[config.mk]
export PLATFORM = sky130hd
export DESIGN_NAME = ivm_top
export DESIGN_NICKNAME = d
export VERILOG_FILES = /design/src/rtl/ivm_pkg.sv /design/src/rtl/ivm_reg_if.sv /design/src/rtl/ivm_top.sv /design/src/rtl/ivm_ahb_front.sv /design/src/rtl/ivm_prio_enc.sv
export SDC_FILE = /design/constraint.sdc
export NUM_CORES = 1
export LEC_CHECK = 0
export BUFFER_PORTS_ARGS = -buffer_cell sky130_fd_sc_hd__buf_2
export CAP_MARGIN = 25
export CORE_UTILIZATION = 32
export DETAILED_ROUTE_END_ITERATION = 12
export GPL_TIMING_DRIVEN = 0
export PLACE_DENSITY = 0.62
export REMOVE_ABC_BUFFERS = 1
export SETUP_SLACK_MARGIN = 0.02
export SLEW_MARGIN = 40
export SYNTH_ARGS = -nofsm -noshare
export SYNTH_HDL_FRONTEND = slang
export SYNTH_SLANG_ARGS = --single-unit
[constraint.sdc]
create_clock -name hclk -period 4.5 [get_ports hclk]
set_input_delay 0.45 -clock hclk [delete_from_list [all_inputs] [get_ports hclk]]
set_output_delay 0.45 -clock hclk [all_outputs]
set_load 0.01 [all_outputs]
[src/rtl/ivm_pkg.sv]
// constants, register map and vector map of the interrupt vector block
// assumes one 200 MHz clock and a 32-bit AHB-Lite register bus
package ivm_pkg;

   localparam int unsigned IVM_NUM_VEC = 31;

   // vector numbers toward the cpu core
   localparam logic [4:0] VEC_RESET_ENTRY = 5'h00;
   localparam logic [4:0] VEC_SCAN_CHECKSUM_NMI = 5'h01;
   localparam logic [4:0] VEC_SUPPLY_LEVEL_MONITOR = 5'h02;
   localparam logic [4:0] VEC_PORT_A_PIN_CHANGE = 5'h03;
   localparam logic [4:0] VEC_PORT_B_PIN_CHANGE = 5'h04;
   localparam logic [4:0] VEC_PORT_C_PIN_CHANGE = 5'h05;
   localparam logic [4:0] VEC_RTC_COUNT = 5'h06;
   localparam logic [4:0] VEC_PERIODIC_TICK = 5'h07;
   localparam logic [4:0] VEC_TIMER_A_OVERFLOW = 5'h08;
   localparam logic [4:0] VEC_TIMER_A_HIGH_UNDERFLOW = 5'h09;
   localparam logic [4:0] VEC_TIMER_A_COMPARE0 = 5'h0A;
   localparam logic [4:0] VEC_TIMER_A_COMPARE1 = 5'h0B;
   localparam logic [4:0] VEC_TIMER_A_COMPARE2 = 5'h0C;
   localparam logic [4:0] VEC_TIMER_B = 5'h0D;
   localparam logic [4:0] VEC_COMPARATOR = 5'h11;
   localparam logic [4:0] VEC_CONVERTER_RESULT_READY = 5'h14;
   localparam logic [4:0] VEC_CONVERTER_WINDOW = 5'h15;
   localparam logic [4:0] VEC_TWO_WIRE_TARGET = 5'h18;
   localparam logic [4:0] VEC_TWO_WIRE_CONTROLLER = 5'h19;
   localparam logic [4:0] VEC_SERIAL_PERIPH = 5'h1A;
   localparam logic [4:0] VEC_SERIAL_RX_COMPLETE = 5'h1B;
   localparam logic [4:0] VEC_SERIAL_TX_EMPTY = 5'h1C;
   localparam logic [4:0] VEC_SERIAL_TX_COMPLETE = 5'h1D;
   localparam logic [4:0] VEC_NVM_READY = 5'h1E;

   // register byte offsets
   localparam logic [7:0] OFS_FLAG = 8'h00;
   localparam logic [7:0] OFS_FLAG_SET = 8'h04;
   localparam logic [7:0] OFS_ENABLE = 8'h08;
   localparam logic [7:0] OFS_GCTRL = 8'h0C;
   localparam logic [7:0] OFS_REQ = 8'h10;
   localparam logic [7:0] OFS_PEND = 8'h14;
   localparam logic [7:0] OFS_OVR = 8'h18;
   localparam logic [7:0] OFS_MAP = 8'h1C;

   // field positions and reset values
   localparam int unsigned GCTRL_GIE_BIT = 0;
   localparam int unsigned PEND_VALID_BIT = 5;
   localparam logic [31:0] RST_FLAG = 32'h0000_0000;
   localparam logic [31:0] RST_ENABLE = 32'h0000_0000;
   localparam logic RST_GIE = 1'b0;
   localparam logic [31:0] RST_REQ = 32'h0000_0000;
   localparam logic [31:0] RST_OVR = 32'h0000_0000;
   localparam logic [31:0] RST_RDATA = 32'h0000_0000;

   typedef enum logic [1:0] {
      IVM_ST_IDLE = 2'b00,
      IVM_ST_WR = 2'b01,
      IVM_ST_RD = 2'b10,
      IVM_ST_RDY = 2'b11
   } ivm_state_e;

   function automatic logic [31:0] ivm_vbit(input logic [4:0] v);
      return 32'h0000_0001 << v;
   endfunction

   // [RL6] one bit per vector
   localparam logic [31:0] NMI_MASK = ivm_vbit(VEC_SCAN_CHECKSUM_NMI);
   // [RL7] [RL8] nmi, monitor and port vectors
   localparam logic [31:0] MAP_LOW = NMI_MASK | ivm_vbit(VEC_SUPPLY_LEVEL_MONITOR)
      | ivm_vbit(VEC_PORT_A_PIN_CHANGE) | ivm_vbit(VEC_PORT_B_PIN_CHANGE)
      | ivm_vbit(VEC_PORT_C_PIN_CHANGE);
   // [RL9] [RL10] [RL11] counter and timer vectors
   localparam logic [31:0] MAP_TMR = ivm_vbit(VEC_RTC_COUNT) | ivm_vbit(VEC_PERIODIC_TICK)
      | ivm_vbit(VEC_TIMER_A_OVERFLOW) | ivm_vbit(VEC_TIMER_A_HIGH_UNDERFLOW)
      | ivm_vbit(VEC_TIMER_A_COMPARE0) | ivm_vbit(VEC_TIMER_A_COMPARE1)
      | ivm_vbit(VEC_TIMER_A_COMPARE2) | ivm_vbit(VEC_TIMER_B);
   // [RL12] [RL13] [RL14] analog, serial and nvm vectors
   localparam logic [31:0] MAP_HIGH = ivm_vbit(VEC_COMPARATOR)
      | ivm_vbit(VEC_CONVERTER_RESULT_READY) | ivm_vbit(VEC_CONVERTER_WINDOW)
      | ivm_vbit(VEC_TWO_WIRE_TARGET) | ivm_vbit(VEC_TWO_WIRE_CONTROLLER)
      | ivm_vbit(VEC_SERIAL_PERIPH) | ivm_vbit(VEC_SERIAL_RX_COMPLETE)
      | ivm_vbit(VEC_SERIAL_TX_EMPTY) | ivm_vbit(VEC_SERIAL_TX_COMPLETE)
      | ivm_vbit(VEC_NVM_READY);
   // [RL15] unlisted vectors stay out
   localparam logic [31:0] VEC_MAP = MAP_LOW | MAP_TMR | MAP_HIGH;

endpackage

[src/rtl/ivm_reg_if.sv]
// register access strobes between bus front end and register file
// assumes both ends run on hclk
`timescale 1ns/1ps
interface ivm_reg_if;
   logic wr;
   logic rd;
   logic [7:0] addr;
   logic [31:0] wdata;
   logic [31:0] rdata;
   modport front (output wr, output rd, output addr, output wdata, input rdata);
   modport regs (input wr, input rd, input addr, input wdata, output rdata);
endinterface

[src/rtl/ivm_top.sv]
// interrupt vector map: source flags, enables and requests per vector
// assumes peripheral events are one-cycle hclk pulses, bus is AHB-Lite
//
// What this block does
// [RL1] a source event sets its flag whatever the enable holds
// [RL2] each source except the nmi has a software written enable bit
// [RL3] a request needs both flag and enable set
// [RL4] a maskable request holds until software clears its flag, its enable or the global enable, the nmi request until its flag
// [RL5] maskable requests also need the global enable
// [RL6] every assigned vector number belongs to exactly one source
// [RL7] vector 1 is the scan checksum nmi, 0 is reset entry
// [RL8] vector 2 supply monitor, 3 to 5 port pin changes
// [RL9] vector 6 rtc count, 7 periodic tick
// [RL10] vectors 8 to 12 timer a overflow, high underflow, compares
// [RL11] vector 13 timer b
// [RL12] vector 17 comparator, 20 and 21 converter
// [RL13] vectors 24 and 25 two wire, 26 serial peripheral
// [RL14] vectors 27 to 29 serial port, 30 nvm ready
// [RL15] unassigned vectors never request and read as zero
`timescale 1ns/1ps
module ivm_top
   import ivm_pkg::*;
#(
   parameter int unsigned NUM_VEC = IVM_NUM_VEC
) (
   input wire logic hclk, // system clock
   input wire logic hresetn, // async reset, active low
   input wire logic ce, // clock enable, freezes state
   input wire logic hsel, // slave select
   input wire logic [31:0] haddr, // byte address
   input wire logic [1:0] htrans, // transfer type
   input wire logic hwrite, // write when high
   input wire logic [2:0] hsize, // word only
   input wire logic [31:0] hwdata, // write data
   input wire logic hready, // bus ready
   output logic hreadyout, // slave ready
   output logic hresp, // response
   output logic [31:0] hrdata, // read data
   input wire logic [NUM_VEC-1:0] src_event, // per vector condition pulses
   output logic [NUM_VEC-1:0] irq_req, // per vector requests
   output logic nmi_req, // non-maskable request
   output logic irq_any, // any request active
   output logic irq_vec_valid, // irq_vec holds a request
   output logic [4:0] irq_vec // lowest pending vector
);

   ivm_reg_if rb ();

   logic [31:0] flag_r;
   logic [31:0] flag_nxt;
   logic [31:0] en_r;
   logic [31:0] ovr_r;
   logic [31:0] ovr_nxt;
   logic [31:0] req_r;
   logic [31:0] req_nxt;
   logic gie_r;
   logic pend_valid_r;
   logic [4:0] pend_vec_r;
   logic pend_valid;
   logic [4:0] pend_vec;
   logic [31:0] hw_set;
   logic [31:0] sw_set;
   logic [31:0] flag_clr;
   logic [31:0] ovr_clr;
   logic [31:0] en_eff;
   logic [31:0] rdata;
   logic unused_size;

   // strobe and address passed in so continuous assigns see them change
   function automatic logic wr_hit(input logic wr, input logic [7:0] a, input logic [7:0] ofs);
      return wr && (a == ofs);
   endfunction

   function automatic logic [31:0] widen(input logic [NUM_VEC-1:0] v);
      logic [31:0] w;
      w = 32'h0000_0000;
      w[NUM_VEC-1:0] = v;
      return w;
   endfunction

   assign unused_size = ^hsize;

   ivm_ahb_front u_front (
      .hclk(hclk),
      .hresetn(hresetn),
      .ce(ce),
      .hsel(hsel),
      .haddr(haddr),
      .htrans(htrans),
      .hwrite(hwrite),
      .hwdata(hwdata),
      .hready(hready),
      .hreadyout(hreadyout),
      .hresp(hresp),
      .hrdata(hrdata),
      .rb(rb)
   );

   // [RL1] events set flags, enable not consulted
   assign hw_set = widen(src_event) & VEC_MAP;
   assign sw_set = wr_hit(rb.wr, rb.addr, OFS_FLAG_SET) ? (rb.wdata & VEC_MAP) : 32'h0000_0000;
   assign flag_clr = wr_hit(rb.wr, rb.addr, OFS_FLAG) ? rb.wdata : 32'h0000_0000;
   assign ovr_clr = wr_hit(rb.wr, rb.addr, OFS_OVR) ? rb.wdata : 32'h0000_0000;

   // [RL4] flag holds until write-one clear, set wins
   assign flag_nxt = ((flag_r & ~flag_clr) | hw_set | sw_set) & VEC_MAP;

   // overrun: event hit an already pending flag
   assign ovr_nxt = ((ovr_r & ~ovr_clr) | (hw_set & flag_r)) & VEC_MAP;

   // [RL7] nmi enable reads as always on
   assign en_eff = en_r | NMI_MASK;

   // [RL3] [RL5] [RL7] flag and enable, global gate except nmi
   assign req_nxt = (flag_r & en_eff & ~NMI_MASK & {32{gie_r}})
      | (flag_r & NMI_MASK);

   always_ff @(posedge hclk or negedge hresetn) begin
      if (!hresetn) begin
         flag_r <= RST_FLAG;
      end else if (ce) begin
         flag_r <= flag_nxt;
      end
   end

   always_ff @(posedge hclk or negedge hresetn) begin
      if (!hresetn) begin
         ovr_r <= RST_OVR;
      end else if (ce) begin
         ovr_r <= ovr_nxt;
      end
   end

   // [RL2] software switches sources on or off
   always_ff @(posedge hclk or negedge hresetn) begin
      if (!hresetn) begin
         en_r <= RST_ENABLE;
      end else if (ce && wr_hit(rb.wr, rb.addr, OFS_ENABLE)) begin
         en_r <= rb.wdata & VEC_MAP & ~NMI_MASK;
      end
   end

   // [RL5] global enable bit
   always_ff @(posedge hclk or negedge hresetn) begin
      if (!hresetn) begin
         gie_r <= RST_GIE;
      end else if (ce && wr_hit(rb.wr, rb.addr, OFS_GCTRL)) begin
         gie_r <= rb.wdata[GCTRL_GIE_BIT];
      end
   end

   // [RL15] unmapped vectors masked off
   always_ff @(posedge hclk or negedge hresetn) begin
      if (!hresetn) begin
         req_r <= RST_REQ;
      end else if (ce) begin
         req_r <= req_nxt & VEC_MAP;
      end
   end

   ivm_prio_enc #(
      .NUM_VEC(NUM_VEC)
   ) u_prio (
      .req(req_nxt[NUM_VEC-1:0] & VEC_MAP[NUM_VEC-1:0]),
      .valid(pend_valid),
      .vec(pend_vec)
   );

   always_ff @(posedge hclk or negedge hresetn) begin
      if (!hresetn) begin
         pend_valid_r <= 1'b0;
         pend_vec_r <= 5'h00;
      end else if (ce) begin
         pend_valid_r <= pend_valid;
         pend_vec_r <= pend_vec;
      end
   end

   // [RL6] bit index is vector number
   assign irq_req = req_r[NUM_VEC-1:0];
   assign nmi_req = |(req_r & NMI_MASK);
   assign irq_any = pend_valid_r;
   assign irq_vec_valid = pend_valid_r;
   assign irq_vec = pend_vec_r;

   // register read mux, unmapped reads zero
   always_comb begin
      rdata = 32'h0000_0000;
      case (rb.addr)
         OFS_FLAG: rdata = flag_r;
         OFS_ENABLE: rdata = en_eff & VEC_MAP;
         OFS_GCTRL: rdata[GCTRL_GIE_BIT] = gie_r;
         OFS_REQ: rdata = req_r;
         OFS_PEND: begin
            rdata[PEND_VALID_BIT] = pend_valid_r;
            rdata[4:0] = pend_vec_r;
         end
         OFS_OVR: rdata = ovr_r;
         OFS_MAP: rdata = VEC_MAP;
         default: rdata = 32'h0000_0000;
      endcase
   end

   assign rb.rdata = rdata;

endmodule

[src/rtl/ivm_ahb_front.sv]
// AHB-Lite slave front end: single word transfers, reads take one wait
// assumes it is the only slave, so hready equals its own hreadyout
`timescale 1ns/1ps
module ivm_ahb_front
   import ivm_pkg::*;
(
   input wire logic hclk, // system clock
   input wire logic hresetn, // async reset, active low
   input wire logic ce, // clock enable
   input wire logic hsel, // slave select
   input wire logic [31:0] haddr, // byte address
   input wire logic [1:0] htrans, // transfer type
   input wire logic hwrite, // write when high
   input wire logic [31:0] hwdata, // write data
   input wire logic hready, // bus ready
   output logic hreadyout, // slave ready
   output logic hresp, // always okay
   output logic [31:0] hrdata, // read data
   ivm_reg_if.front rb // register strobes
);

   ivm_state_e st_r;
   ivm_state_e st_nxt;
   logic [7:0] addr_r;
   logic [31:0] hrdata_r;
   logic accept;

   assign accept = hsel & htrans[1] & hready & ce;
   // waits while frozen and in the first read cycle
   assign hreadyout = ce & (st_r != IVM_ST_RD);
   assign hresp = 1'b0;
   assign hrdata = hrdata_r;
   assign rb.addr = addr_r;
   assign rb.wdata = hwdata;
   assign rb.wr = ce & (st_r == IVM_ST_WR);
   assign rb.rd = ce & (st_r == IVM_ST_RD);

   always_comb begin
      st_nxt = st_r;
      case (st_r)
         IVM_ST_RD: begin
            st_nxt = IVM_ST_RDY;
         end
         IVM_ST_IDLE, IVM_ST_WR, IVM_ST_RDY: begin
            if (accept) begin
               st_nxt = hwrite ? IVM_ST_WR : IVM_ST_RD;
            end else begin
               st_nxt = IVM_ST_IDLE;
            end
         end
         default: begin
            st_nxt = IVM_ST_IDLE;
         end
      endcase
   end

   always_ff @(posedge hclk or negedge hresetn) begin
      if (!hresetn) begin
         st_r <= IVM_ST_IDLE;
      end else if (ce) begin
         st_r <= st_nxt;
      end
   end

   always_ff @(posedge hclk or negedge hresetn) begin
      if (!hresetn) begin
         addr_r <= 8'h00;
      end else if (accept) begin
         addr_r <= haddr[7:0];
      end
   end

   always_ff @(posedge hclk or negedge hresetn) begin
      if (!hresetn) begin
         hrdata_r <= RST_RDATA;
      end else if (rb.rd) begin
         hrdata_r <= rb.rdata;
      end
   end

endmodule

[src/rtl/ivm_prio_enc.sv]
// picks the lowest numbered active request
// assumes bit index equals vector number
`timescale 1ns/1ps
module ivm_prio_enc #(
   parameter int unsigned NUM_VEC = 31
) (
   input wire logic [NUM_VEC-1:0] req, // active requests
   output logic valid, // any request active
   output logic [4:0] vec // winning vector number
);

   always_comb begin
      valid = 1'b0;
      vec = 5'h00;
      for (int i = NUM_VEC - 1; i >= 0; i--) begin
         if (req[i]) begin
            valid = 1'b1;
            vec = 5'(i);
         end
      end
   end

endmodule

==> impl_metrics.tcl <==
set metrics [dict create \
    cts_root_buf "clkbuf_16" \
    powerDensity_nw_per_um2 421 \
    grt_antenna_before_repair 0 \
    num_io_pins 179 \
    hp-class "input pin to flip-flop" \
    syn-instance-count 622 \
    synth.top_cells.by_count "dfrtp_1 (132), nand2_1 (77), mux2_2 (37)" \
    rr_worst_depth 4 \
    cp_max_fo 22 \
    clock_sinks 132 \
    peakVddDrop_mv 0.290 \
    die_y_um 145 \
    whs_ns 0.227 \
    num_rows 52 \
    ys_types 54 \
    first_iter_violations 482 \
    drt_pass1_iterations 5 \
    syn2layout_area_growth_pct 21.5 \
    yosys_warnings 0 \
    yosys.area.top_type "dfrtp_1" \
    status "completed" \
    initial_core_util 0.326 \
    syn_avg_cell_area_sq_um 10.6 \
    syn_area_sq_um 6580 \
    htree_num_levels 4 \
    wire_per_inst_um 20.3 \
    cts_tree "yes" \
    cts_resized 0 \
    drc 0 \
    worstSetupStartpointType "flip-flop" \
    synth_top_area_frac 0.502 \
    grt_pass1_wl_um 32600 \
    vias_per_cell 5.53 \
    num_vias 5572 \
    grt_usage 0.200 \
    tns_ns 0 \
    fin_nets 829 \
    worst_ep_required_time_ns 4.81 \
    tightest_slew_ns 0.788 \
    endpoint "en_r[12]" \
    ys_ff_latch 132 \
    reg2reg_from "u_front.rb.addr[3]" \
    drive_gt1_frac 0.287 \
    cp-end-kind "flip-flop" \
    max_freq_mhz 339 \
    grt_pass1_vias 5516 \
    maxSlewHeadroom 0.475 \
    synth_area_leaders "dfrtp_1 (50%), mux2_2 (6.3%), nand2_1 (4.4%), a221oi_1 (4.1%), a32o_1 (3.6%)" \
    hpwl_um 13800 \
    yosysMostFrequentCell "dfrtp_1" \
    rrSetupSlack_ns 1.55 \
    crit_type "flip-flop to flip-flop" \
    min_period_over_period 0.655 \
    cts_buffers 17 \
    place.gp.congestion 0.815 \
    rsz0062_at_grt "false" \
    clock_path_buffers 2 \
    period_minus_slack_ns 2.95 \
    synth_edf_count 0 \
    ant_nets 0 \
    clock_latency_ns 0.43 \
    wl_um 20500 \
    numPortBuffers 117 \
    power.leakage_nw 3.42 \
    final_hold_viol_count 0 \
    core_sq_um 20200 \
    finClkSkew_ns 0.00521 \
    async_flop_share 1.00 \
    drv_slew 0 \
    synth-main-ff-cell "dfrtp_1" \
    dieArea_sq_um 21200 \
    path_clk_slew_ns 0.06 \
    drv_cap 0 \
    rr_endpoint "en_r[12]" \
    fp.dieW_um 145 \
    yosysSeqAreaShare 0.502 \
    crit_start "u_front.rb.addr[3]" \
    setup_violations 0 \
    utilization 0.397 \
    arrival_ns 3.26 \
    overflow 0 \
    grt_max_degree 71 \
]
-- worst min path at each step --
stage                               to              start  depth (start not counted)
floorplan                     en_r[10]            hresetn                          0
global placement     u_front.hrdata[3]  u_front.hrdata[3]                          2
detailed placement  u_front.hrdata[28]            hresetn                          1
CTS                    u_front.st_r[1]             hwrite                          2
global route                 flag_r[1]          hwdata[1]                          2
finish                 u_front.st_r[1]             hwrite                          2
-- state kept, by name (all words and copies together), names as in the netlist --
name and count:
req_r 23, u_front.rb.addr 8, ovr_r 23, irq_vec 5
u_front.st_r 2, en_r 22, gie_r 1, irq_any 1
flag_r 23, u_front.hrdata 24
-- power by group --
group	internal [mW]	switching, mW
combinational	0.209	0.332
sequential	1.26	0.128
clock	0.915	0.528
total	2.38	0.988
-- metrics by stage --
step / setup WS, ns / total power, mW / std cells / instance area, sq um
detailed placement: 1.55 / 1.94 / 972 / 7360
floorplan: 1.84 / 1.67 / 577 / 6280
global placement: -0.406 / 1.91 / 964 / 7200
finish: 1.55 / 3.37 / 1007 / 8000
CTS: 1.53 / 3.38 / 1005 / 7980
global route: 1.43 / 3.50 / 1006 / 8000
-- layout by cell type, fill, tap and decap left out, types with 4 or more instances in the layout --
| cell type | instances |
|---|---|
| o21ai_0 | 17 |
| a32o_1 | 24 |
| a22o_1 | 17 |
| nand4_1 | 5 |
| o2bb2ai_1 | 14 |
| buf_4 | 5 |
| nor2_1 | 12 |
| inv_1 | 33 |
| mux2_2 | 37 |
| a22oi_1 | 13 |
| o221ai_1 | 17 |
| a31oi_1 | 25 |
| buf_2 | 115 |
| mux2i_1 | 5 |
| dfrtp_1 | 129 |
| nand3_1 | 6 |
| a21oi_1 | 31 |
| nor3_1 | 5 |
| o22ai_1 | 11 |
| clkbuf_1 | 4 |
| clkbuf_16 | 17 |
| a221oi_1 | 31 |
| a311oi_1 | 5 |
| nand2_1 | 75 |
| conb_1 | 17 |
-- critical path, cell delays in order, from the launching register on --
cell     delay (ns)
dfrtp_2        0.69
or3b_2         0.60
nor2_2         0.48
nand2_2        0.58
mux2_2         0.46
-- layout make-up --
class                           count  area [sq um]
Antenna cell                        1          2.50
Clock buffer                       24           482
Clock inverter                      8           124
Fill cell                        2029         12200
Inverter                           35           131
Multi-Input combinational cell    410          2880
Sequential cell                   132          3310
Tap cell                          270           338
Timing Repair Buffer              127           736
-- kinds of logic after synthesis --
| logic type | synth area share |
|---|---|
| AOI/OAI and AO/OA | 0.259 |
| and+or+nand+nor | 0.0924 |
| muxes | 0.0709 |
| DFF | 0.502 |
| buffers and inverters | 0.0751 |
| other | 0.000570 |
-- per-layer routing --
layer,share of wire,up-vias,global-route usage
li1,-,2557,-
met1,0.44,2753,0.272
met2,0.47,227,0.315
met3,0.069,35,0.0436
met4,0.018,0,0.0684
met5,0,-,0
-- repair_timing --
action	4_1_cts	5_1_grt
hold endpoints to repair	34	0
hold buffers	1	0
setup buffers	0	0
Power figures use the tool's default switching activity.
